`src/rtl/rst_seq_pkg.sv`:
```
package rst_seq_pkg;
    // ==========================================================
    // Timing
    // ==========================================================
    // Hold counts in internal_precision_osc cycles
    localparam int unsigned HOLD_NORMAL_CYC = 66;
    localparam int unsigned HOLD_XTAL_CYC = 5000;
    localparam int unsigned STOP_EXTRA_CYC = 16;
    localparam int unsigned CNT_W = 13;
    localparam logic [CNT_W-1:0] HOLD_NORMAL = CNT_W'(HOLD_NORMAL_CYC);
    localparam logic [CNT_W-1:0] HOLD_XTAL = CNT_W'(HOLD_XTAL_CYC);
    localparam logic [CNT_W-1:0] STOP_EXTRA = CNT_W'(STOP_EXTRA_CYC);
    // Pin pulses shorter than this many clocks are ignored
    localparam int unsigned PIN_MIN_CYC = 3;
    localparam int unsigned FILT_W = 2;
    // ==========================================================
    // Register reset values and positions
    // ==========================================================
    localparam int unsigned GPIO_W = 8;
    localparam logic [7:0] WATCHDOG_CONTROL_REG_RST = 8'h00;
    localparam logic [7:0] OSCILLATOR_CONTROL_REG_RST = 8'hA0;
    localparam int unsigned POR_FLAG_BIT = 7;
    localparam int unsigned STOP_FLAG_BIT = 6;
    localparam int unsigned WDT_FLAG_BIT = 5;
    localparam int unsigned EXT_FLAG_BIT = 4;
    localparam logic [15:0] RESET_VECTOR_ADDR = 16'h0002;
    // Reset cause codes
    typedef enum logic [2:0] {
        CAUSE_NONE,
        CAUSE_POR,
        CAUSE_WDT,
        CAUSE_PIN,
        CAUSE_DBG,
        CAUSE_STOP
    } cause_t;
endpackage

```
`src/rtl/system_reset_sequencer.sv`:
```
`timescale 1ns/100ps
// Overview of operation
// After reset starts and oscillator runs, hold core 66 oscillator cycles.
// Crystal option enabled extends hold to 5000 oscillator cycles.
// Reset pin still low at count end keeps reset until released.
// Reset start forces all port pins to input, pull-ups off.
// Core and peripherals idle in reset; crystal and watchdog oscillators run. Crystal oscillator runs only with the crystal option here.
// Control registers take reset values; pointers, flags, RAM stay undefined.
// On release core loads reset vector from fixed address into PC.
// Register-reinitialising reset selects internal oscillator as system clock.
// Normal/halt: power-on, brownout, watchdog reset or reset pin start reset.
// Normal/halt: reset-pin pulses under three clocks are ignored.
// Debugger reset bit resets everything except the on-chip debugger.
// Stop: power-on/brownout, debug pin low, filtered reset pin accepted.
// After supply rises above power-on level, wait for power-on counter.
// Completed power-on reset sets the power-on flag in watchdog control.
// Brownout holds reset; on recovery a full reset sequence runs.
// Stop-mode brownout detection follows its own option bit.
// Stop recovery keeps registers except watchdog/oscillator control; adds start-up.
// Reset pin passes a two-stage synchroniser before the width filter.
module system_reset_sequencer (
    input wire logic clk_i,
    input wire logic rst_n_i,
    input wire logic osc_ready_i,
    input wire logic osc_tick_i,
    input wire logic por_ok_i,
    input wire logic brownout_i,
    input wire logic wdt_timeout_i,
    input wire logic wdt_reset_mode_i,
    input wire logic reset_pin_n_i,
    input wire logic stop_pin_filtered_n_i,
    input wire logic debug_pin_n_i,
    input wire logic debugger_reset_i,
    input wire logic stop_mode_i,
    input wire logic xtal_option_i,
    input wire logic brownout_in_stop_option_i,
    output logic core_reset_o,
    output logic periph_reset_o,
    output logic debugger_reset_o,
    output logic regs_reinit_o,
    output logic stop_recovery_o,
    output logic [15:0] vector_addr_o,
    output logic fetch_vector_o,
    output logic sysclk_sel_ipo_o,
    output logic xtal_osc_run_o,
    output logic wdt_osc_run_o,
    output logic [7:0] gpio_dir_in_o,
    output logic [7:0] gpio_pullup_o,
    output logic [7:0] watchdog_control_reg_o,
    output logic [7:0] oscillator_control_reg_o,
    output logic brownout_enable_o
);
    typedef enum logic [2:0] {
        ST_RUN,
        ST_SUPPLY,
        ST_WAIT_OSC,
        ST_HOLD,
        ST_PIN_WAIT,
        ST_FETCH
    } state_t;

    typedef struct packed {
        state_t st;
        rst_seq_pkg::cause_t cause;
        logic reinit;
        logic [7:0] gpio_in;
        logic [7:0] gpio_pu;
        logic [7:0] watchdog_control_reg;
        logic [7:0] oscillator_control_reg;
        logic sel_ipo;
        logic fetch;
        logic [2:0] dsync;
        logic dbg_meta;
        logic dbg_sync;
        logic stop_meta;
        logic stop_sync;
    } seq_t;
    seq_t s_q, s_d;

    logic pin_sync_n;
    logic pin_low_valid;
    logic cnt_load;
    logic [rst_seq_pkg::CNT_W-1:0] cnt_value;
    logic cnt_done;
    logic bo_active;
    logic stop_pin_low;
    logic run_cause;
    rst_seq_pkg::cause_t run_code;

    // ==========================================================
    // Helpers
    // ==========================================================
    pin_sync_filter u_pin (
        .clk_i(clk_i),
        .rst_n_i(rst_n_i),
        .pin_n_i(reset_pin_n_i),
        .pin_sync_n_o(pin_sync_n),
        .valid_low_o(pin_low_valid)
    );

    hold_counter u_cnt (
        .clk_i(clk_i),
        .rst_n_i(rst_n_i),
        .load_i(cnt_load),
        .value_i(cnt_value),
        .tick_i(osc_tick_i),
        .done_o(cnt_done)
    );

    // ==========================================================
    // Reset source selection
    // ==========================================================
    // Brownout only counts in stop when its option allows it
    assign bo_active = brownout_i && (!s_q.stop_sync || brownout_in_stop_option_i);
    // Analog-filtered pin used in stop, where clocks are halted
    assign stop_pin_low = s_q.stop_sync && !stop_pin_filtered_n_i;

    always_comb begin
        run_cause = 1'b1;
        run_code = rst_seq_pkg::CAUSE_NONE;
        if (!por_ok_i || bo_active) begin
            run_code = rst_seq_pkg::CAUSE_POR;
        end else if (s_q.stop_sync && s_q.dsync[0] == 1'b0) begin
            run_code = rst_seq_pkg::CAUSE_STOP;
        end else if (stop_pin_low) begin
            run_code = rst_seq_pkg::CAUSE_PIN;
        end else if (!s_q.stop_sync && pin_low_valid) begin
            run_code = rst_seq_pkg::CAUSE_PIN;
        end else if (!s_q.stop_sync && wdt_timeout_i && wdt_reset_mode_i) begin
            run_code = rst_seq_pkg::CAUSE_WDT;
        end else if (!s_q.stop_sync && debugger_reset_i) begin
            run_code = rst_seq_pkg::CAUSE_DBG;
        end else begin
            run_cause = 1'b0;
        end
    end

    // ==========================================================
    // Sequencer
    // ==========================================================
    // Hold length: crystal option picks the long hold; stop recovery overrides it with normal hold plus start-up
    always_comb begin
        cnt_value = xtal_option_i ? rst_seq_pkg::HOLD_XTAL : rst_seq_pkg::HOLD_NORMAL;
        if (s_q.cause == rst_seq_pkg::CAUSE_STOP) begin
            cnt_value = rst_seq_pkg::HOLD_NORMAL + rst_seq_pkg::STOP_EXTRA;
        end
    end

    always_comb begin
        s_d = s_q;
        cnt_load = 1'b0;
        s_d.fetch = 1'b0;
        s_d.dbg_meta = debug_pin_n_i;
        s_d.dbg_sync = s_q.dbg_meta;
        s_d.stop_meta = stop_mode_i;
        s_d.stop_sync = s_q.stop_meta;
        s_d.dsync = {s_q.dsync[1:0], s_q.dbg_sync};
        case (s_q.st)
            ST_RUN: begin
                if (run_cause) begin
                    s_d.cause = run_code;
                    s_d.reinit = (run_code != rst_seq_pkg::CAUSE_STOP);
                    // Ports go to input, pull-ups off, at once
                    s_d.gpio_in = '1;
                    s_d.gpio_pu = '0;
                    s_d.st = (run_code == rst_seq_pkg::CAUSE_POR) ? ST_SUPPLY : ST_WAIT_OSC;
                end
            end
            ST_SUPPLY: begin
                // Delay measured from supply crossing the power-on level
                if (por_ok_i && !bo_active) begin
                    s_d.st = ST_WAIT_OSC;
                end
            end
            ST_WAIT_OSC: begin
                if (!por_ok_i || bo_active) begin
                    s_d.st = ST_SUPPLY;
                end else if (osc_ready_i) begin
                    cnt_load = 1'b1;
                    s_d.st = ST_HOLD;
                end
            end
            ST_HOLD: begin
                if (!por_ok_i || bo_active) begin
                    s_d.st = ST_SUPPLY;
                end else if (cnt_done) begin
                    s_d.st = ST_PIN_WAIT;
                end
            end
            ST_PIN_WAIT: begin
                if (pin_sync_n) begin
                    s_d.st = ST_FETCH;
                    // Watchdog and oscillator control always reload
                    s_d.watchdog_control_reg = rst_seq_pkg::WATCHDOG_CONTROL_REG_RST;
                    s_d.oscillator_control_reg = rst_seq_pkg::OSCILLATOR_CONTROL_REG_RST;
                    s_d.sel_ipo = 1'b1;
                    case (s_q.cause)
                        rst_seq_pkg::CAUSE_POR:
                            s_d.watchdog_control_reg[rst_seq_pkg::POR_FLAG_BIT] = 1'b1;
                        rst_seq_pkg::CAUSE_STOP:
                            s_d.watchdog_control_reg[rst_seq_pkg::STOP_FLAG_BIT] = 1'b1;
                        rst_seq_pkg::CAUSE_WDT:
                            s_d.watchdog_control_reg[rst_seq_pkg::WDT_FLAG_BIT] = 1'b1;
                        rst_seq_pkg::CAUSE_PIN:
                            s_d.watchdog_control_reg[rst_seq_pkg::EXT_FLAG_BIT] = 1'b1;
                        default: begin
                        end
                    endcase
                end
            end
            ST_FETCH: begin
                s_d.fetch = 1'b1;
                s_d.st = ST_RUN;
            end
            default: s_d.st = ST_RUN;
        endcase
        if (s_q.st == ST_RUN && !run_cause) begin
            s_d.sel_ipo = s_q.sel_ipo;
        end
    end

    always_ff @(posedge clk_i or negedge rst_n_i) begin
        if (!rst_n_i) begin
            s_q <= '{st: ST_SUPPLY, cause: rst_seq_pkg::CAUSE_POR, reinit: 1'b1,
                gpio_in: 8'hFF, gpio_pu: 8'h00, watchdog_control_reg: rst_seq_pkg::WATCHDOG_CONTROL_REG_RST,
                oscillator_control_reg: rst_seq_pkg::OSCILLATOR_CONTROL_REG_RST, sel_ipo: 1'b1, fetch: 1'b0,
                dsync: 3'h7, dbg_meta: 1'b1, dbg_sync: 1'b1,
                stop_meta: 1'b0, stop_sync: 1'b0};
        end else begin
            s_q <= s_d;
        end
    end

    // ==========================================================
    // Outputs
    // ==========================================================
    // Core idles in every state but run; peripherals idle in every state but run and fetch
    assign core_reset_o = (s_q.st != ST_RUN);
    assign periph_reset_o = (s_q.st != ST_RUN) && (s_q.st != ST_FETCH);
    // Debugger only resets on power loss, never on its own request
    assign debugger_reset_o = (s_q.st != ST_RUN) && (s_q.cause == rst_seq_pkg::CAUSE_POR);
    assign regs_reinit_o = core_reset_o && s_q.reinit;
    assign stop_recovery_o = core_reset_o && !s_q.reinit;
    assign vector_addr_o = rst_seq_pkg::RESET_VECTOR_ADDR;
    assign fetch_vector_o = s_q.fetch;
    assign sysclk_sel_ipo_o = s_q.sel_ipo;
    // Oscillators are never gated by the sequencer
    assign xtal_osc_run_o = xtal_option_i;
    assign wdt_osc_run_o = 1'b1;
    assign gpio_dir_in_o = s_q.gpio_in;
    assign gpio_pullup_o = s_q.gpio_pu;
    assign watchdog_control_reg_o = s_q.watchdog_control_reg;
    assign oscillator_control_reg_o = s_q.oscillator_control_reg;
    // Synchronised stop level, so the raw stop_mode_i input never reaches logic
    assign brownout_enable_o = !s_q.stop_sync || brownout_in_stop_option_i;

    // ==========================================================
    // Checks
    // ==========================================================
    chk_pin_holds_reset: assert property (@(posedge clk_i) disable iff (!rst_n_i)
        (s_q.st == ST_PIN_WAIT && !pin_sync_n) |=> core_reset_o)
        else $error("reset released while pin low");
    chk_gpio_forced_input: assert property (@(posedge clk_i) disable iff (!rst_n_i)
        (s_q.st == ST_HOLD) |-> (gpio_dir_in_o == 8'hFF && gpio_pullup_o == 8'h00))
        else $error("ports not forced to input");
    chk_fetch_after_release: assert property (@(posedge clk_i) disable iff (!rst_n_i)
        (s_q.st == ST_FETCH) |=> fetch_vector_o && !core_reset_o)
        else $error("vector fetch not issued");
    chk_ipo_after_reset: assert property (@(posedge clk_i) disable iff (!rst_n_i)
        $fell(core_reset_o) |-> sysclk_sel_ipo_o)
        else $error("clock not internal after reset");
    chk_por_flag_set: assert property (@(posedge clk_i) disable iff (!rst_n_i)
        ($fell(core_reset_o) && s_q.cause == rst_seq_pkg::CAUSE_POR)
        |-> watchdog_control_reg_o[rst_seq_pkg::POR_FLAG_BIT])
        else $error("power-on flag not set");
    chk_brownout_restart: assert property (@(posedge clk_i) disable iff (!rst_n_i)
        (s_q.st == ST_HOLD && !por_ok_i) |=> s_q.st == ST_SUPPLY)
        else $error("brownout did not restart sequence");
    chk_debugger_kept: assert property (@(posedge clk_i) disable iff (!rst_n_i)
        (core_reset_o && s_q.cause == rst_seq_pkg::CAUSE_DBG) |-> !debugger_reset_o)
        else $error("debugger reset by own request");
    chk_hold_min_len: assert property (@(posedge clk_i) disable iff (!rst_n_i)
        (s_q.st == ST_HOLD && !cnt_done) |=> core_reset_o)
        else $error("hold ended early");
endmodule

```
`src/rtl/pin_sync_filter.sv`:
```
`timescale 1ns/100ps
// Two-stage synchroniser, then a minimum-width filter on the low level
module pin_sync_filter (
    input wire logic clk_i,
    input wire logic rst_n_i,
    input wire logic pin_n_i,
    output logic pin_sync_n_o,
    output logic valid_low_o
);
    typedef struct packed {
        logic meta;
        logic sync;
        logic [rst_seq_pkg::FILT_W-1:0] cnt;
        logic valid;
    } filt_t;
    filt_t s_q, s_d;

    // ==========================================================
    // Filter
    // ==========================================================
    // Meta stage feeds only the second stage
    always_comb begin
        s_d = s_q;
        s_d.meta = pin_n_i;
        s_d.sync = s_q.meta;
        if (s_q.sync) begin
            s_d.cnt = '0;
            s_d.valid = 1'b0;
        end else if (s_q.cnt != rst_seq_pkg::FILT_W'(rst_seq_pkg::PIN_MIN_CYC - 1)) begin
            s_d.cnt = s_q.cnt + 1'b1;
        end else begin
            s_d.valid = 1'b1;
        end
    end

    always_ff @(posedge clk_i or negedge rst_n_i) begin
        if (!rst_n_i) begin
            s_q <= '{meta: 1'b1, sync: 1'b1, cnt: '0, valid: 1'b0};
        end else begin
            s_q <= s_d;
        end
    end

    assign pin_sync_n_o = s_q.sync;
    assign valid_low_o = s_q.valid;

    chk_short_pulse_ignored: assert property (@(posedge clk_i) disable iff (!rst_n_i)
        $rose(s_q.valid) |-> $past(!s_q.sync, 1) && $past(!s_q.sync, 2) && $past(!s_q.sync, 3))
        else $error("filter accepted a short pulse");
endmodule

```
`src/rtl/hold_counter.sv`:
```
`timescale 1ns/100ps
// Down-counter of oscillator cycles; done when zero is reached
module hold_counter (
    input wire logic clk_i,
    input wire logic rst_n_i,
    input wire logic load_i,
    input wire logic [rst_seq_pkg::CNT_W-1:0] value_i,
    input wire logic tick_i,
    output logic done_o
);
    typedef struct packed {
        logic [rst_seq_pkg::CNT_W-1:0] cnt;
    } cnt_t;
    cnt_t s_q, s_d;

    // ==========================================================
    // Count
    // ==========================================================
    always_comb begin
        s_d = s_q;
        if (load_i) begin
            s_d.cnt = value_i;
        end else if (tick_i && s_q.cnt != '0) begin
            s_d.cnt = s_q.cnt - 1'b1;
        end
    end

    always_ff @(posedge clk_i or negedge rst_n_i) begin
        if (!rst_n_i) begin
            s_q <= '0;
        end else begin
            s_q <= s_d;
        end
    end

    assign done_o = (s_q.cnt == '0) && !load_i;
endmodule

```
`config.mk`:
```
export PLATFORM = sky130hd
export DESIGN_NAME = system_reset_sequencer
export DESIGN_NICKNAME = d
export VERILOG_FILES = /design/src/rtl/rst_seq_pkg.sv /design/src/rtl/system_reset_sequencer.sv /design/src/rtl/pin_sync_filter.sv /design/src/rtl/hold_counter.sv
export SDC_FILE = /design/constraint.sdc
export NUM_CORES = 1
export LEC_CHECK = 0
export CELL_PAD_IN_SITES_DETAIL_PLACEMENT = 1
export CELL_PAD_IN_SITES_GLOBAL_PLACEMENT = 1
export CORE_UTILIZATION = 47
export DETAILED_ROUTE_END_ITERATION = 7
export DONT_BUFFER_PORTS = 1
export GPL_ROUTABILITY_DRIVEN = 1
export PLACE_DENSITY = 0.84
export SKIP_CTS_REPAIR_TIMING = 1
export SYNTH_ARGS = -nofsm -noshare
export SYNTH_HDL_FRONTEND = slang
export SYNTH_HIERARCHICAL = 1
export SYNTH_SLANG_ARGS = --single-unit
```
`constraint.sdc`:
```
create_clock -name clk_i -period 2.87 [get_ports clk_i]
set_clock_uncertainty 0.1 [all_clocks]
set_input_delay 0.287 -clock clk_i [delete_from_list [all_inputs] [get_ports clk_i]]
set_output_delay 0.287 -clock clk_i [all_outputs]
set_load 0.1 [all_outputs]
```
==> results.sh <==
export IMPL_clock_latency_ns=0.30
export IMPL_dr_total_vias=1676
export IMPL_rows=24
export IMPL_layout_cells_non_filler=309
export IMPL_cts_tree="yes"
export IMPL_tightest_slew_ns=0.887
export IMPL_fmax_mhz=403
export IMPL_wirelength_um=4680
export IMPL_synth_area_um2=2260
export IMPL_ant_nets=0
export IMPL_crit_path_max_fanout=10
export IMPL_htreeDepth=2
export IMPL_dr_wl_met3_um=292
export IMPL_grt_pass1_vias=1637
export IMPL_powerDensity_nw_per_um2=809
export IMPL_finalCritPeriodShare_pct=86.5
export IMPL_layout_drive_gt1_share_pct=18.3
export IMPL_wl_met2_um=2250
export IMPL_met1_length_um=2060
export IMPL_grt_ovfl_total=0
export IMPL_synth_edf_count=0
export IMPL_maxCapViolations=0
export IMPL_violations="design-rule violations"
export IMPL_yosysWarningCount=6
export IMPL_hold_class="in -> reg"
export IMPL_final_setup_tns_ns=0
export IMPL_async_flop_share_pct=100
export IMPL_syn_inst=241
export IMPL_antenna_found_initial=0
export IMPL_routedWlPerCell_um=15.2
export IMPL_crit_chain="and2b_1, o21ai_1, nor2_1, and4b_1, buf_4, a211o_1, or4_2, nand3_1"
export IMPL_die_h_um=71.3
export IMPL_seqCellArea_um2=886
export IMPL_synth_seq_cells=35
export IMPL_start_util_pct=50.5
export IMPL_slew_headroom_pct=40.9
export IMPL_synth_flop_cell="dfrtp_1"
export IMPL_rsz0062_at_grt="no"
export IMPL_rr_worst_depth=8
export IMPL_fin_area_um2=2350
export IMPL_leakage_nw=1.09
export IMPL_synth_top_area_cell="dfrtp_1"
export IMPL_fin_nets=274
export IMPL_layout_min_cycle_time_ns=2.48
export IMPL_placed_cells=296
export IMPL_drc=5
export IMPL_ys_seq_area_share_pct=39.2
export IMPL_coreArea_um2=4470
export IMPL_synth_area_leaders="dfrtp_1, buf_4, dfstp_2"
export IMPL_routed_top_layer="met4"
export IMPL_status="finished with violations"
export IMPL_vias_per_cell=5.42
export IMPL_hpwl_um=3360
export IMPL_drt_iter0_drc=88
export IMPL_grt_max_degree=36
export IMPL_clkSinkCount=35
export IMPL_clk_pin_slew_worst_paths_ns=0.07
export IMPL_synth_top_area_share_pct=29.9
export IMPL_ys_types=61
export IMPL_multi_input_area_um2=1090
export IMPL_io_pins=73
export IMPL_port_buffer_count=0
export IMPL_peakVddDrop_v=0.000370
export IMPL_cts_root_buf="clkbuf_8"
export IMPL_syn_area_per_cell_um2=9.38
export IMPL_cp_slowest_stage_delay_ns=0.53
export IMPL_track_usage_pct=20.3
export IMPL_cp_required_ns=3.01
export IMPL_end_kind="flip-flop"
export IMPL_die_area_um2=5090
export IMPL_crit_arrival_ns=2.62
export IMPL_setup_viol=0
export IMPL_crit_path_top_delay_cell="or4_2"
export IMPL_grt_pass1_wl_um=7840
export IMPL_fill_cells=521
export IMPL_critPathKind="reg -> reg"
export IMPL_hold_violations=0
export IMPL_drv_slew=0
export IMPL_antenna_cells=0
export IMPL_place_gp_congestion=0.870
export IMPL_drtPass1Iterations=6
export IMPL_post_dp_cell_area_um2=2190
export IMPL_worst_setup_path_start_kind="flip-flop"
export IMPL_cts_buffers_inserted=5
export IMPL_die_x_um=71.3
export IMPL_area_delta_synth_final_pct=4.10
export IMPL_ctsLongestPathBuffers=2
export IMPL_min_path_cells=2
==> metrics by stage <==
step / setup WS, ns / util (%) / hold slack (ns) / power (mW)
4_1_cts: 0.403 / 51.2 / -0.441 / 1.90
6_report: 0.387 / 52.6 / 0.0467 / 1.90
3_5_place_dp: 0.429 / 49.0 / -0.108 / 1.49
5_1_grt: 0.254 / 52.6 / 0.0777 / 2.01
3_3_place_gp: 0.509 / 49.0 / -0.108 / 1.47
2_1_floorplan: 0.159 / - / -0.109 / 1.42
==> layer usage <==
layer | vias up | global-route usage [%]
met5 | - | 0
met4 | 0 | 10.2
met3 | 7 | 5.91
met2 | 68 | 32.1
met1 | 813 | 25.3
li1 | 788 | -
==> flip-flops by register name (all words and copies together), names as in the netlist <==
signal	cells
fetch_vector_o	1
s_d	4
s_q	8
u_cnt/s_q	13
u_pin/pin_sync_n_o	1
u_pin/s_d	1
u_pin/s_q	2
u_pin/valid_low_o	1
watchdog_control_reg_o	4
==> worst max-delay path: cells and delay by family, from the launching register on <==
| kind | cells | cell delay, ns |
|---|---|---|
| AOI/OAI and AO/OA | 2 | 0.40 |
| and+or+nand+nor | 5 | 1.25 |
| DFF | 1 | 0.47 |
| buffers and inverters | 1 | 0.21 |
==> final timing paths <==
kind / start / end / slack [ns]
setup reg to reg: s_q[0]$_DFF_PN0_ / u_cnt/s_q[12]$_DFFE_PN0P_ / 0.39
max in group asynchronous: rst_n_i / s_q[41]$_DFFE_PN1P_ / 2.09
hold reg to reg: u_pin/s_d[3]$_DFF_PN1_ / u_pin/pin_sync_n_o$_DFF_PN1_ / 0.26
setup / recovery: s_q[0]$_DFF_PN0_ / u_cnt/s_q[12]$_DFFE_PN0P_ / 0.39
min in group asynchronous: rst_n_i / s_q[43]$_DFFE_PN0P_ / 0.34
hold / removal: osc_tick_i / u_cnt/s_q[11]$_DFFE_PN0P_ / 0.05
==> where the power goes <==
part,internal [mW],total (mW),leakage [nW],switching [mW]
clock,0.196,0.396,0.0474,0.200
sequential,0.608,0.742,0.429,0.134
combinational,0.198,0.766,0.617,0.568
total,1.00,1.90,1.09,0.903
==> final cells by class <==
class                   instances  share of cell area (%)
clock buffers                   6                    3.51
flip-flops and latches         35                    37.7
clock inverters                 2                   0.691
multi-input cells             180                    46.4
repair buffers                 16                    6.06
inverters                      18                    2.87
well taps                      52                    2.77
==> cell usage after synthesis (2+ instances only) <==
master,n
o32ai_1,3
o21ai_0,9
ha_1,3
and3_1,3
a32o_1,2
o311ai_0,2
and2_1,3
nor2_1,18
dfstp_2,8
nand4_1,2
nand2_1,13
nand3_1,3
o31ai_1,2
o41ai_1,3
clkbuf_1,3
a21oi_1,9
nor3_1,7
conb_1,2
buf_4,52
inv_1,17
dfrtp_1,27
or4_1,2
a22oi_1,4
nor4_1,7
==> cells in the final DEF (no fill, tap or decap), types with 3 or more instances in the layout <==
master	count
ha_1	3
inv_1	17
nor4_1	6
o21ai_0	9
o41ai_1	3
o32ai_1	3
nor3_1	7
nand3_1	3
buf_4	11
and3_1	3
dlygate4sd3_1	4
and2_1	3
conb_1	51
nor2_1	16
a22oi_1	4
nand2_1	13
nor2_2	3
clkbuf_8	6
a21oi_1	9
dfstp_2	8
dfrtp_1	27
==> cell families after synthesis <==
family	after synthesis	share of synthesized area, %
buf+inv	75	21.5
simple gates	72	17.8
compound gates	52	18.7
flops	35	39.2
fa+ha+maj	3	1.66
other cells	2	0.332
xor+xnor	1	0.388
mux	1	0.443
Power figures use the tool's default switching activity.
